**src/include/tcdr_pkg.sv**
```systemverilog
package tcdr_pkg;
  // Register byte addresses in the internal I/O space
  localparam logic [7:0] ADDR_CH0_SOURCE_ADDRESS = 8'h20;
  localparam logic [7:0] ADDR_CH0_DESTINATION_ADDRESS = 8'h23;
  localparam logic [7:0] ADDR_CH0_BYTE_COUNT = 8'h26;
  localparam logic [7:0] ADDR_CH1_MEMORY_ADDRESS = 8'h28;
  localparam logic [7:0] ADDR_CH1_IO_ADDRESS = 8'h2B;
  localparam logic [7:0] ADDR_CH1_BYTE_COUNT = 8'h2E;
  localparam logic [7:0] ADDR_STAT = 8'h30;
  localparam logic [7:0] ADDR_MODE = 8'h31;
  localparam logic [7:0] ADDR_CTL = 8'h32;
  localparam logic [7:0] BYTE1 = 8'h01;
  localparam logic [7:0] BYTE2 = 8'h02;
  // transfer_status_enable fields
  localparam int ST_DE1 = 7;
  localparam int ST_DE0 = 6;
  localparam int ST_WE1 = 5;
  localparam int ST_WE0 = 4;
  localparam int ST_IE1 = 3;
  localparam int ST_IE0 = 2;
  localparam int ST_DME = 0;
  // ch0_transfer_mode fields
  localparam int MD_DST_LO = 4;
  localparam int MD_SRC_LO = 2;
  localparam int MD_BURST = 1;
  localparam logic [7:0] MODE_MASK = 8'h3E;
  localparam logic [7:0] MODE_RST = 8'h00;
  // wait_and_request_control fields
  localparam int CT_MW_LO = 6;
  localparam int CT_IW_LO = 4;
  localparam int CT_SENSE1 = 3;
  localparam int CT_SENSE0 = 2;
  localparam int CT_DIR = 1;
  localparam int CT_STEP = 0;
  localparam logic [7:0] CTL_RST = 8'hF0;
  // Address modifier encodings
  localparam logic [1:0] AM_INC = 2'h0;
  localparam logic [1:0] AM_DEC = 2'h1;
  localparam logic [1:0] AM_FIX = 2'h2;
  localparam logic [1:0] AM_IO = 2'h3;
  localparam int ADDR_W = 20;
  localparam int DESC_W = 44;
  localparam int FIFO_DEPTH = 4;
  typedef enum logic [1:0] {
    ST_IDLE = 2'b00,
    ST_MOVE = 2'b01,
    ST_GAP = 2'b11
  } tcdr_state_t;
endpackage

```
**src/design/tcdr_top.sv**
```systemverilog
`timescale 1ns/1ns
`default_nettype none

module tcdr_fifo #(
  parameter int WIDTH = 8,
  parameter int DEPTH = 4
) (
  input wire logic clk_i,
  input wire logic nrst_i,
  input wire logic en_i,
  input wire logic in_valid_i,
  output logic in_ready_o,
  input wire logic [WIDTH-1:0] in_data_i,
  output logic out_valid_o,
  input wire logic out_ready_i,
  output logic [WIDTH-1:0] out_data_o
);
  localparam int PW = $clog2(DEPTH);
  typedef struct packed {
    logic [DEPTH-1:0][WIDTH-1:0] mem;
    logic [PW-1:0] wp;
    logic [PW-1:0] rp;
    logic [PW:0] cnt;
  } tcdr_fifo_state_t;
  tcdr_fifo_state_t q, d;
  logic push, pop;

  assign in_ready_o = (q.cnt < (PW + 1)'(DEPTH));
  assign out_valid_o = (q.cnt != '0);
  assign out_data_o = q.mem[q.rp];
  assign push = in_valid_i & in_ready_o;
  assign pop = out_valid_o & out_ready_i;

  always_comb begin
    d = q;
    if (push) begin
      d.mem[q.wp] = in_data_i;
      d.wp = (q.wp == PW'(DEPTH - 1)) ? '0 : q.wp + 1'b1;
    end
    if (pop) begin
      d.rp = (q.rp == PW'(DEPTH - 1)) ? '0 : q.rp + 1'b1;
    end
    d.cnt = q.cnt + (PW + 1)'(push) - (PW + 1)'(pop);
  end

  always_ff @(posedge clk_i or negedge nrst_i) begin
    if (!nrst_i) begin
      q <= '0;
    end else if (en_i) begin
      q <= d;
    end
  end
endmodule

module tcdr_top (
  input wire logic clk_i,
  input wire logic nrst_i,
  input wire logic en_i,
  input wire logic [7:0] io_addr_i,
  input wire logic [7:0] io_wdata_i,
  input wire logic io_wr_i,
  input wire logic io_rd_i,
  output logic [7:0] io_rdata_o,
  input wire logic nmi_i,
  input wire logic ch0_request_n_i,
  input wire logic ch1_request_n_i,
  output logic xfer_valid_o,
  input wire logic xfer_ready_i,
  output logic xfer_ch_o,
  output logic xfer_src_io_o,
  output logic xfer_dst_io_o,
  output logic xfer_last_o,
  output logic [19:0] xfer_src_addr_o,
  output logic [19:0] xfer_dst_addr_o,
  output logic bus_hold_o,
  output logic ch0_irq_o,
  output logic ch1_irq_o,
  output logic [1:0] mem_wait_o,
  output logic [1:0] io_wait_o
);
  typedef struct packed {
    logic [19:0] ch0_source_address;
    logic [19:0] ch0_destination_address;
    logic [19:0] ch1_memory_address;
    logic [15:0] ch1_io_address;
    logic [15:0] ch0_byte_count;
    logic [15:0] ch1_byte_count;
    logic de0;
    logic de1;
    logic ie0;
    logic ie1;
    logic main_enable;
    logic [7:0] mode;
    logic [7:0] ctl;
    logic [2:0] s0;
    logic [2:0] s1;
    logic lv0;
    logic lv1;
    logic pend0;
    logic pend1;
    tcdr_pkg::tcdr_state_t st;
    logic ch;
    logic [7:0] rdata;
    logic irq0;
    logic irq1;
    logic hold;
    logic ov;
    logic [tcdr_pkg::DESC_W-1:0] od;
  } tcdr_regs_t;
  tcdr_regs_t q, d;

  logic push, f_ready, f_valid, f_pop;
  logic [tcdr_pkg::DESC_W-1:0] desc, f_data;
  logic act0, act1, m2m0, req0, req1, sel_act, last;
  logic [1:0] dm, sm;
  logic [7:0] a;
  logic [7:0] w;

  function automatic logic [19:0] step(input logic [19:0] v, input logic [1:0] m);
    case (m)
      tcdr_pkg::AM_INC: step = v + 20'h00001;
      tcdr_pkg::AM_DEC: step = v - 20'h00001;
      default: step = v;
    endcase
  endfunction

  assign a = io_addr_i;
  assign w = io_wdata_i;
  assign dm = q.mode[tcdr_pkg::MD_DST_LO +: 2];
  assign sm = q.mode[tcdr_pkg::MD_SRC_LO +: 2];
  assign act0 = q.de0 & q.main_enable;
  assign act1 = q.de1 & q.main_enable;
  // Reserved combinations are not trapped; they run as their fields decode
  assign m2m0 = (dm != tcdr_pkg::AM_IO) && (sm != tcdr_pkg::AM_IO);
  assign req0 = q.ctl[tcdr_pkg::CT_SENSE0] ? q.pend0 : !q.lv0;
  assign req1 = q.ctl[tcdr_pkg::CT_SENSE1] ? q.pend1 : !q.lv1;
  assign sel_act = q.ch ? act1 : act0;
  assign push = (q.st == tcdr_pkg::ST_MOVE) && sel_act && f_ready;
  assign last = q.ch ? (q.ch1_byte_count == 16'h0001) : (q.ch0_byte_count == 16'h0001);
  assign f_pop = !q.ov || xfer_ready_i;

  always_comb begin
    if (q.ch) begin
      // Channel 1 I/O address never steps
      if (q.ctl[tcdr_pkg::CT_DIR]) begin
        desc = {1'b1, 1'b1, 1'b0, last, 4'h0, q.ch1_io_address, q.ch1_memory_address};
      end else begin
        desc = {1'b1, 1'b0, 1'b1, last, q.ch1_memory_address, 4'h0, q.ch1_io_address};
      end
    end else begin
      desc = {1'b0, sm == tcdr_pkg::AM_IO, dm == tcdr_pkg::AM_IO, last, q.ch0_source_address, q.ch0_destination_address};
    end
  end

  tcdr_fifo #(.WIDTH(tcdr_pkg::DESC_W), .DEPTH(tcdr_pkg::FIFO_DEPTH)) u_fifo (
    .clk_i(clk_i),
    .nrst_i(nrst_i),
    .en_i(en_i),
    .in_valid_i(push),
    .in_ready_o(f_ready),
    .in_data_i(desc),
    .out_valid_o(f_valid),
    .out_ready_i(f_pop),
    .out_data_o(f_data)
  );

  always_comb begin
    d = q;
    // Pin requests: change accepted once second and third stages agree
    d.s0 = {q.s0[1:0], ch0_request_n_i};
    d.s1 = {q.s1[1:0], ch1_request_n_i};
    if (q.s0[1] == q.s0[2]) begin
      d.lv0 = q.s0[2];
    end
    if (q.s1[1] == q.s1[2]) begin
      d.lv1 = q.s1[2];
    end
    // Engine: a byte takes one cycle; the FIFO stalls it when full
    unique case (q.st)
      tcdr_pkg::ST_IDLE: begin
        // A fresh enable is seen here first, so the move follows a cycle later
        if (act0 && (m2m0 || req0)) begin
          d.ch = 1'b0;
          d.st = tcdr_pkg::ST_MOVE;
        end else if (act1 && req1) begin
          d.ch = 1'b1;
          d.st = tcdr_pkg::ST_MOVE;
        end
      end
      tcdr_pkg::ST_MOVE: begin
        if (!sel_act) begin
          d.st = tcdr_pkg::ST_IDLE;
        end else if (push) begin
          if (last) begin
            d.st = tcdr_pkg::ST_IDLE;
          end else if (!q.ch && m2m0) begin
            d.st = q.mode[tcdr_pkg::MD_BURST] ? tcdr_pkg::ST_MOVE
                                               : tcdr_pkg::ST_GAP;
          end else begin
            d.st = tcdr_pkg::ST_IDLE;
          end
        end
      end
      tcdr_pkg::ST_GAP: d.st = tcdr_pkg::ST_IDLE;
      default: d.st = tcdr_pkg::ST_IDLE;
    endcase
    if (push) begin
      if (q.ch) begin
        d.ch1_byte_count = q.ch1_byte_count - 16'h0001;
        d.ch1_memory_address = step(q.ch1_memory_address, {1'b0, q.ctl[tcdr_pkg::CT_STEP]});
        d.pend1 = 1'b0;
        if (last) begin
          d.de1 = 1'b0;
        end
      end else begin
        d.ch0_byte_count = q.ch0_byte_count - 16'h0001;
        d.ch0_source_address = step(q.ch0_source_address, sm);
        d.ch0_destination_address = step(q.ch0_destination_address, dm);
        d.pend0 = 1'b0;
        if (last) begin
          d.de0 = 1'b0;
        end
      end
    end
    // Edge sense: a falling edge arriving while the pending flag clears still counts
    if (q.lv0 && !d.lv0) begin
      d.pend0 = 1'b1;
    end
    if (q.lv1 && !d.lv1) begin
      d.pend1 = 1'b1;
    end
    if (io_wr_i) begin
      case (a)
        tcdr_pkg::ADDR_CH0_SOURCE_ADDRESS: d.ch0_source_address[7:0] = w;
        tcdr_pkg::ADDR_CH0_SOURCE_ADDRESS + tcdr_pkg::BYTE1: d.ch0_source_address[15:8] = w;
        tcdr_pkg::ADDR_CH0_SOURCE_ADDRESS + tcdr_pkg::BYTE2: d.ch0_source_address[19:16] = w[3:0];
        tcdr_pkg::ADDR_CH0_DESTINATION_ADDRESS: d.ch0_destination_address[7:0] = w;
        tcdr_pkg::ADDR_CH0_DESTINATION_ADDRESS + tcdr_pkg::BYTE1: d.ch0_destination_address[15:8] = w;
        tcdr_pkg::ADDR_CH0_DESTINATION_ADDRESS + tcdr_pkg::BYTE2: d.ch0_destination_address[19:16] = w[3:0];
        tcdr_pkg::ADDR_CH0_BYTE_COUNT: d.ch0_byte_count[7:0] = w;
        tcdr_pkg::ADDR_CH0_BYTE_COUNT + tcdr_pkg::BYTE1: d.ch0_byte_count[15:8] = w;
        tcdr_pkg::ADDR_CH1_MEMORY_ADDRESS: d.ch1_memory_address[7:0] = w;
        tcdr_pkg::ADDR_CH1_MEMORY_ADDRESS + tcdr_pkg::BYTE1: d.ch1_memory_address[15:8] = w;
        tcdr_pkg::ADDR_CH1_MEMORY_ADDRESS + tcdr_pkg::BYTE2: d.ch1_memory_address[19:16] = w[3:0];
        tcdr_pkg::ADDR_CH1_IO_ADDRESS: d.ch1_io_address[7:0] = w;
        tcdr_pkg::ADDR_CH1_IO_ADDRESS + tcdr_pkg::BYTE1: d.ch1_io_address[15:8] = w;
        tcdr_pkg::ADDR_CH1_BYTE_COUNT: d.ch1_byte_count[7:0] = w;
        tcdr_pkg::ADDR_CH1_BYTE_COUNT + tcdr_pkg::BYTE1: d.ch1_byte_count[15:8] = w;
        tcdr_pkg::ADDR_STAT: begin
          // Main enable has no direct write path
          if (!w[tcdr_pkg::ST_WE0]) begin
            d.de0 = w[tcdr_pkg::ST_DE0];
            d.main_enable = d.main_enable | w[tcdr_pkg::ST_DE0];
          end
          if (!w[tcdr_pkg::ST_WE1]) begin
            d.de1 = w[tcdr_pkg::ST_DE1];
            d.main_enable = d.main_enable | w[tcdr_pkg::ST_DE1];
          end
          d.ie0 = w[tcdr_pkg::ST_IE0];
          d.ie1 = w[tcdr_pkg::ST_IE1];
        end
        tcdr_pkg::ADDR_MODE: d.mode = w & tcdr_pkg::MODE_MASK;
        tcdr_pkg::ADDR_CTL: d.ctl = w;
        default: ;
      endcase
    end
    // Handled last so an NMI beats a same-cycle re-enable; software retries after it
    if (nmi_i) begin
      d.main_enable = 1'b0;
    end
    if (io_rd_i) begin
      case (a)
        tcdr_pkg::ADDR_CH0_SOURCE_ADDRESS: d.rdata = q.ch0_source_address[7:0];
        tcdr_pkg::ADDR_CH0_SOURCE_ADDRESS + tcdr_pkg::BYTE1: d.rdata = q.ch0_source_address[15:8];
        tcdr_pkg::ADDR_CH0_SOURCE_ADDRESS + tcdr_pkg::BYTE2: d.rdata = {4'h0, q.ch0_source_address[19:16]};
        tcdr_pkg::ADDR_CH0_DESTINATION_ADDRESS: d.rdata = q.ch0_destination_address[7:0];
        tcdr_pkg::ADDR_CH0_DESTINATION_ADDRESS + tcdr_pkg::BYTE1: d.rdata = q.ch0_destination_address[15:8];
        tcdr_pkg::ADDR_CH0_DESTINATION_ADDRESS + tcdr_pkg::BYTE2: d.rdata = {4'h0, q.ch0_destination_address[19:16]};
        tcdr_pkg::ADDR_CH0_BYTE_COUNT: d.rdata = q.ch0_byte_count[7:0];
        tcdr_pkg::ADDR_CH0_BYTE_COUNT + tcdr_pkg::BYTE1: d.rdata = q.ch0_byte_count[15:8];
        tcdr_pkg::ADDR_CH1_MEMORY_ADDRESS: d.rdata = q.ch1_memory_address[7:0];
        tcdr_pkg::ADDR_CH1_MEMORY_ADDRESS + tcdr_pkg::BYTE1: d.rdata = q.ch1_memory_address[15:8];
        tcdr_pkg::ADDR_CH1_MEMORY_ADDRESS + tcdr_pkg::BYTE2: d.rdata = {4'h0, q.ch1_memory_address[19:16]};
        tcdr_pkg::ADDR_CH1_IO_ADDRESS: d.rdata = q.ch1_io_address[7:0];
        tcdr_pkg::ADDR_CH1_IO_ADDRESS + tcdr_pkg::BYTE1: d.rdata = q.ch1_io_address[15:8];
        tcdr_pkg::ADDR_CH1_BYTE_COUNT: d.rdata = q.ch1_byte_count[7:0];
        tcdr_pkg::ADDR_CH1_BYTE_COUNT + tcdr_pkg::BYTE1: d.rdata = q.ch1_byte_count[15:8];
        tcdr_pkg::ADDR_STAT: d.rdata = {q.de1, q.de0, 2'b11, q.ie1, q.ie0, 1'b0, q.main_enable};
        tcdr_pkg::ADDR_MODE: d.rdata = q.mode;
        tcdr_pkg::ADDR_CTL: d.rdata = q.ctl;
        default: d.rdata = 8'h00;
      endcase
    end
    d.irq0 = !d.de0 && d.ie0;
    d.irq1 = !d.de1 && d.ie1;
    d.hold = (d.st == tcdr_pkg::ST_MOVE);
    // Output stage keeps every transfer port on a flip-flop
    if (f_valid && f_pop) begin
      d.ov = 1'b1;
      d.od = f_data;
    end else if (xfer_ready_i) begin
      d.ov = 1'b0;
    end
  end

  always_ff @(posedge clk_i or negedge nrst_i) begin
    if (!nrst_i) begin
      q <= '0;
      q.s0 <= 3'h7;
      q.s1 <= 3'h7;
      q.lv0 <= 1'b1;
      q.lv1 <= 1'b1;
      q.mode <= tcdr_pkg::MODE_RST;
      q.ctl <= tcdr_pkg::CTL_RST;
    end else if (en_i) begin
      q <= d;
    end
  end

  assign io_rdata_o = q.rdata;
  assign xfer_valid_o = q.ov;
  assign {xfer_ch_o, xfer_src_io_o, xfer_dst_io_o, xfer_last_o,
          xfer_src_addr_o, xfer_dst_addr_o} = q.od;
  assign bus_hold_o = q.hold;
  assign ch0_irq_o = q.irq0;
  assign ch1_irq_o = q.irq1;
  assign mem_wait_o = q.ctl[tcdr_pkg::CT_MW_LO +: 2];
  assign io_wait_o = q.ctl[tcdr_pkg::CT_IW_LO +: 2];

  logic stat_wr;
  assign stat_wr = en_i && io_wr_i && (a == tcdr_pkg::ADDR_STAT);
endmodule

`default_nettype wire

```
**config.mk**
```make
export PLATFORM = sky130hd
export DESIGN_NAME = tcdr_top
export DESIGN_NICKNAME = d
export VERILOG_FILES = /design/src/include/tcdr_pkg.sv /design/src/design/tcdr_top.sv
export SDC_FILE = /design/constraint.sdc
export NUM_CORES = 1
export LEC_CHECK = 0
export BUFFER_PORTS_ARGS = -buffer_cell sky130_fd_sc_hd__buf_2
export CAP_MARGIN = 20
export CORE_AREA = 2 2 210 171
export DETAILED_ROUTE_END_ITERATION = 7
export DIE_AREA = 0 0 212 173
export GPL_ROUTABILITY_DRIVEN = 1
export PLACE_DENSITY = 0.82
export SYNTH_ARGS = -nofsm -noshare
export SYNTH_HDL_FRONTEND = slang
export SYNTH_SLANG_ARGS = --single-unit
```
**constraint.sdc**
```tcl
create_clock -name clk_i -period 3.5 [get_ports clk_i]
set_input_delay 0.525 -clock clk_i [delete_from_list [all_inputs] [get_ports clk_i]]
set_output_delay 0.525 -clock clk_i [all_outputs]
set_load 0.05 [all_outputs]
```
==> metrics.cfg <==
[outcome]
status = finished clean

[cts]
post-cts-setup-buffer-count = 0
cts_tree = built
post_cts_resize_count = 0
htree_levels = 2
cts_buffers = 39
clock_latency_ns = 0.56
cts.root.buffer_cell = clkbuf_16
cts.sinks = 378
cts_buffer_depth = 3
clk_pin_slew_ns = 0.06
ctsHoldBuffers = 1

[worst_hold_path]
hp-class = in -> reg
min_path_cells = 2

[setup_path]
cp.required_ns = 3.89
path_max_fanout = 50
worstRegToRegCells = 8
arrival_ns = 3.42
start_kind = register
worst-setup-path-type = reg -> reg
crit_path_end_kind = register

[logic_synthesis]
synth-compound-area-share = 0.195
synth_area_um2 = 21500
ys.flop_type = dfrtp_1
ys_types = 80
synth-seq-cells = 378
synth_nets = 2428
ys_seq_area_frac = 0.440
synth_top_family_by_area = compound AO/OA/AOI/OAI gates
synth-edff-count = 0
postSynthCellCount = 2370
syn_area_per_cell_um2 = 9.09
synthAdderAreaFrac = 0.0199
async_reset_ff_frac = 1.00
muxShareOfSynthArea = 0.118
synth_xor_area_frac = 0.00854
synth-simple-area-share = 0.162
yosys_warnings = 0

[sta]
relSlewSlack = 0.365
post-route-period-util = 0.865
slew_violations = 0
period_needed_ns = 3.03
skew_ns = 0.0302
fin_setup_tns_ns = 0
max_freq_mhz = 330
holdWs_ns = 0.166
tightest_slew_ns = 0.943
setup_viol_count_final = 0
rsz0062_at_grt = no
hold_violations = 0

[job]
max_cap_violations = 0

[floorplan]
dieArea_um2 = 36700
die_h_um = 173
core_um2 = 34400
initial_utilization = 0.626
ioPinCount = 85
rows = 61
dieWidth_um = 212

[cells_and_area]
mostFrequentLayoutCells = 365 x nand2_1, 362 x dfrtp_1, 343 x o21ai_0
synthToLayoutAreaGrowth_pct = 7.82
final-seq-area_um2 = 9480
final_common_cell = nand2_1
finalNetCount = 2381
stdcell_count = 2822
n_fill_cell = 2664
drive_above_1_share = 0.157
antenna_cells = 0
multiInputGateArea_um2 = 10900
stdcell_area_um2 = 23200

[power_and_ir_drop]
irDropWorstVdd_uv = 401
power_density_nw_per_um2 = 443
p_leak_uw = 0.00993

[routing]
drt_iter0_markers = 2868
ant_nets = 0
viasPerCell = 6.80
wl_per_cell_um = 24.0
first_pass_iters = 8
drcViolationCount = 0
vias = 19200
wl_um = 67800

[place]
post_dp_cell_area_um2 = 22000
hpwlAfterDp_um = 46400
place_congestion = 1.03
port_buffers = 84
dp.cells = 2752

[global_routing]
track_usage = 0.373
grt_pass1_vias = 18200
overflow = 0
antenna_found_initial = 1
grt_pass1_wl_um = 106000
grt_max_degree = 79

sequential cells by signal, summed over array words and instances, names as in the netlist, 2 cells and up:
name,count
xfer_dst_addr_o,20
io_wait_o,2
dm,2
io_rdata_o,8
q,129
d,4
xfer_src_addr_o,20
u_fifo.q,183
mem_wait_o,2
metrics by stage:
| stage | util | setup slack (ns) | total power (uW) |
|---|---|---|---|
| 6_report | 0.675 | 0.471 | 10300 |
| 5_1_grt | 0.675 | 0.306 | 10600 |
| 4_1_cts | 0.674 | 0.595 | 10300 |
| 3_5_place_dp | 0.640 | 0.531 | 6340 |
| 3_3_place_gp | 0.640 | 0.586 | 6300 |
| 2_1_floorplan | - | 0.491 | 5790 |
critical path, cell delays in order (launching register included):
cell and delay [ns]:
dfrtp_2 0.51, mux2i_1 0.30, nor3_2 0.27, inv_1 0.23
nor2_2 0.37, nand2_2 0.54, buf_12 0.39, nand2_1 0.11
o21ai_0 0.10
power by group:
part | switching, uW | total (uW) | internal (uW)
clock network | 1750 | 3980 | 2240
logic | 931 | 1500 | 569
registers | 289 | 4810 | 4520
synthesized netlist by cell type (all sizes together) (5+ instances only):
| cell type | instances | area, um2 |
|---|---|---|
| inv | 31 | 116 |
| nor2b | 17 | 106 |
| a21o | 9 | 67.6 |
| nor2 | 144 | 546 |
| xnor2 | 14 | 123 |
| nand3 | 58 | 290 |
| and2 | 9 | 56.3 |
| a2111oi | 5 | 43.8 |
| a311oi | 5 | 43.8 |
| nand4 | 21 | 131 |
| a31oi | 24 | 150 |
| or2 | 5 | 31.3 |
| dfstp | 12 | 315 |
| clkbuf | 148 | 558 |
| mux2i | 58 | 581 |
| or4 | 5 | 37.5 |
| buf | 87 | 556 |
| and3 | 7 | 43.8 |
| o22ai | 43 | 269 |
| mux4 | 45 | 1010 |
| ha | 31 | 388 |
| a22o | 7 | 61.3 |
| a211oi | 10 | 75.1 |
| a22oi | 34 | 255 |
| nor3 | 39 | 221 |
| mux2 | 84 | 946 |
| nand2b | 12 | 75.1 |
| a221oi | 8 | 70.1 |
| a21oi | 150 | 758 |
| nand3b | 7 | 52.6 |
| o211ai | 6 | 45.0 |
| nand2 | 370 | 1390 |
| o21a | 15 | 113 |
| nor3b | 8 | 82.6 |
| o21ai | 348 | 1740 |
| or3 | 27 | 179 |
| dfrtp | 366 | 9160 |
| nor4 | 26 | 163 |
| o32ai | 8 | 70.1 |
| o31ai | 5 | 37.5 |
| xor2 | 7 | 61.3 |
kinds of logic (layout without fill, tap and decap cells):
logic type      Yosys count  after routing
simple gates            765            765
xor+xnor                 21             21
flops                   378            378
mux                     187            187
buf+inv                 266            246
compound gates          720            720
fa+ha+maj                33             33
layer usage:
metal  track usage  vias to the layer above  part of all wire
met5       0.00796                        -                 0
met1         0.538                     9327              0.40
met4         0.129                        0             0.039
met3        0.0875                      217              0.13
li1              -                     8421                 -
met2         0.553                     1230              0.44
worst paths after layout:
| check | from | end | slack [ns] |
|---|---|---|---|
| min in group asynchronous | nrst_i | xfer_src_addr_o[2]$_DFFE_PN0P_ | 0.55 |
| worst min register to register | u_fifo.q[136]$_DFFE_PN0P_ | u_fifo.q[136]$_DFFE_PN0P_ | 0.48 |
| worst max register to register | q[56]$_DFFE_PN0P_ | u_fifo.q[127]$_DFFE_PN0P_ | 0.47 |
| max in group asynchronous | nrst_i | u_fifo.q[2]$_DFFE_PN0P_ | 1.87 |
| worst max-delay path | q[56]$_DFFE_PN0P_ | u_fifo.q[127]$_DFFE_PN0P_ | 0.47 |
| worst min-delay path | nmi_i | q[85]$_DFFE_PN0P_ | 0.17 |
area by class of cell:
| cell class | instances | area share |
|---|---|---|
| well taps | 472 | 0.0254 |
| multi-input cells | 1726 | 0.468 |
| repair buffers | 147 | 0.0434 |
| clock inverters | 7 | 0.00329 |
| clock buffers | 61 | 0.0473 |
| inverters | 31 | 0.00501 |
| flip-flops and latches | 378 | 0.408 |
Power figures use the tool's default switching activity.
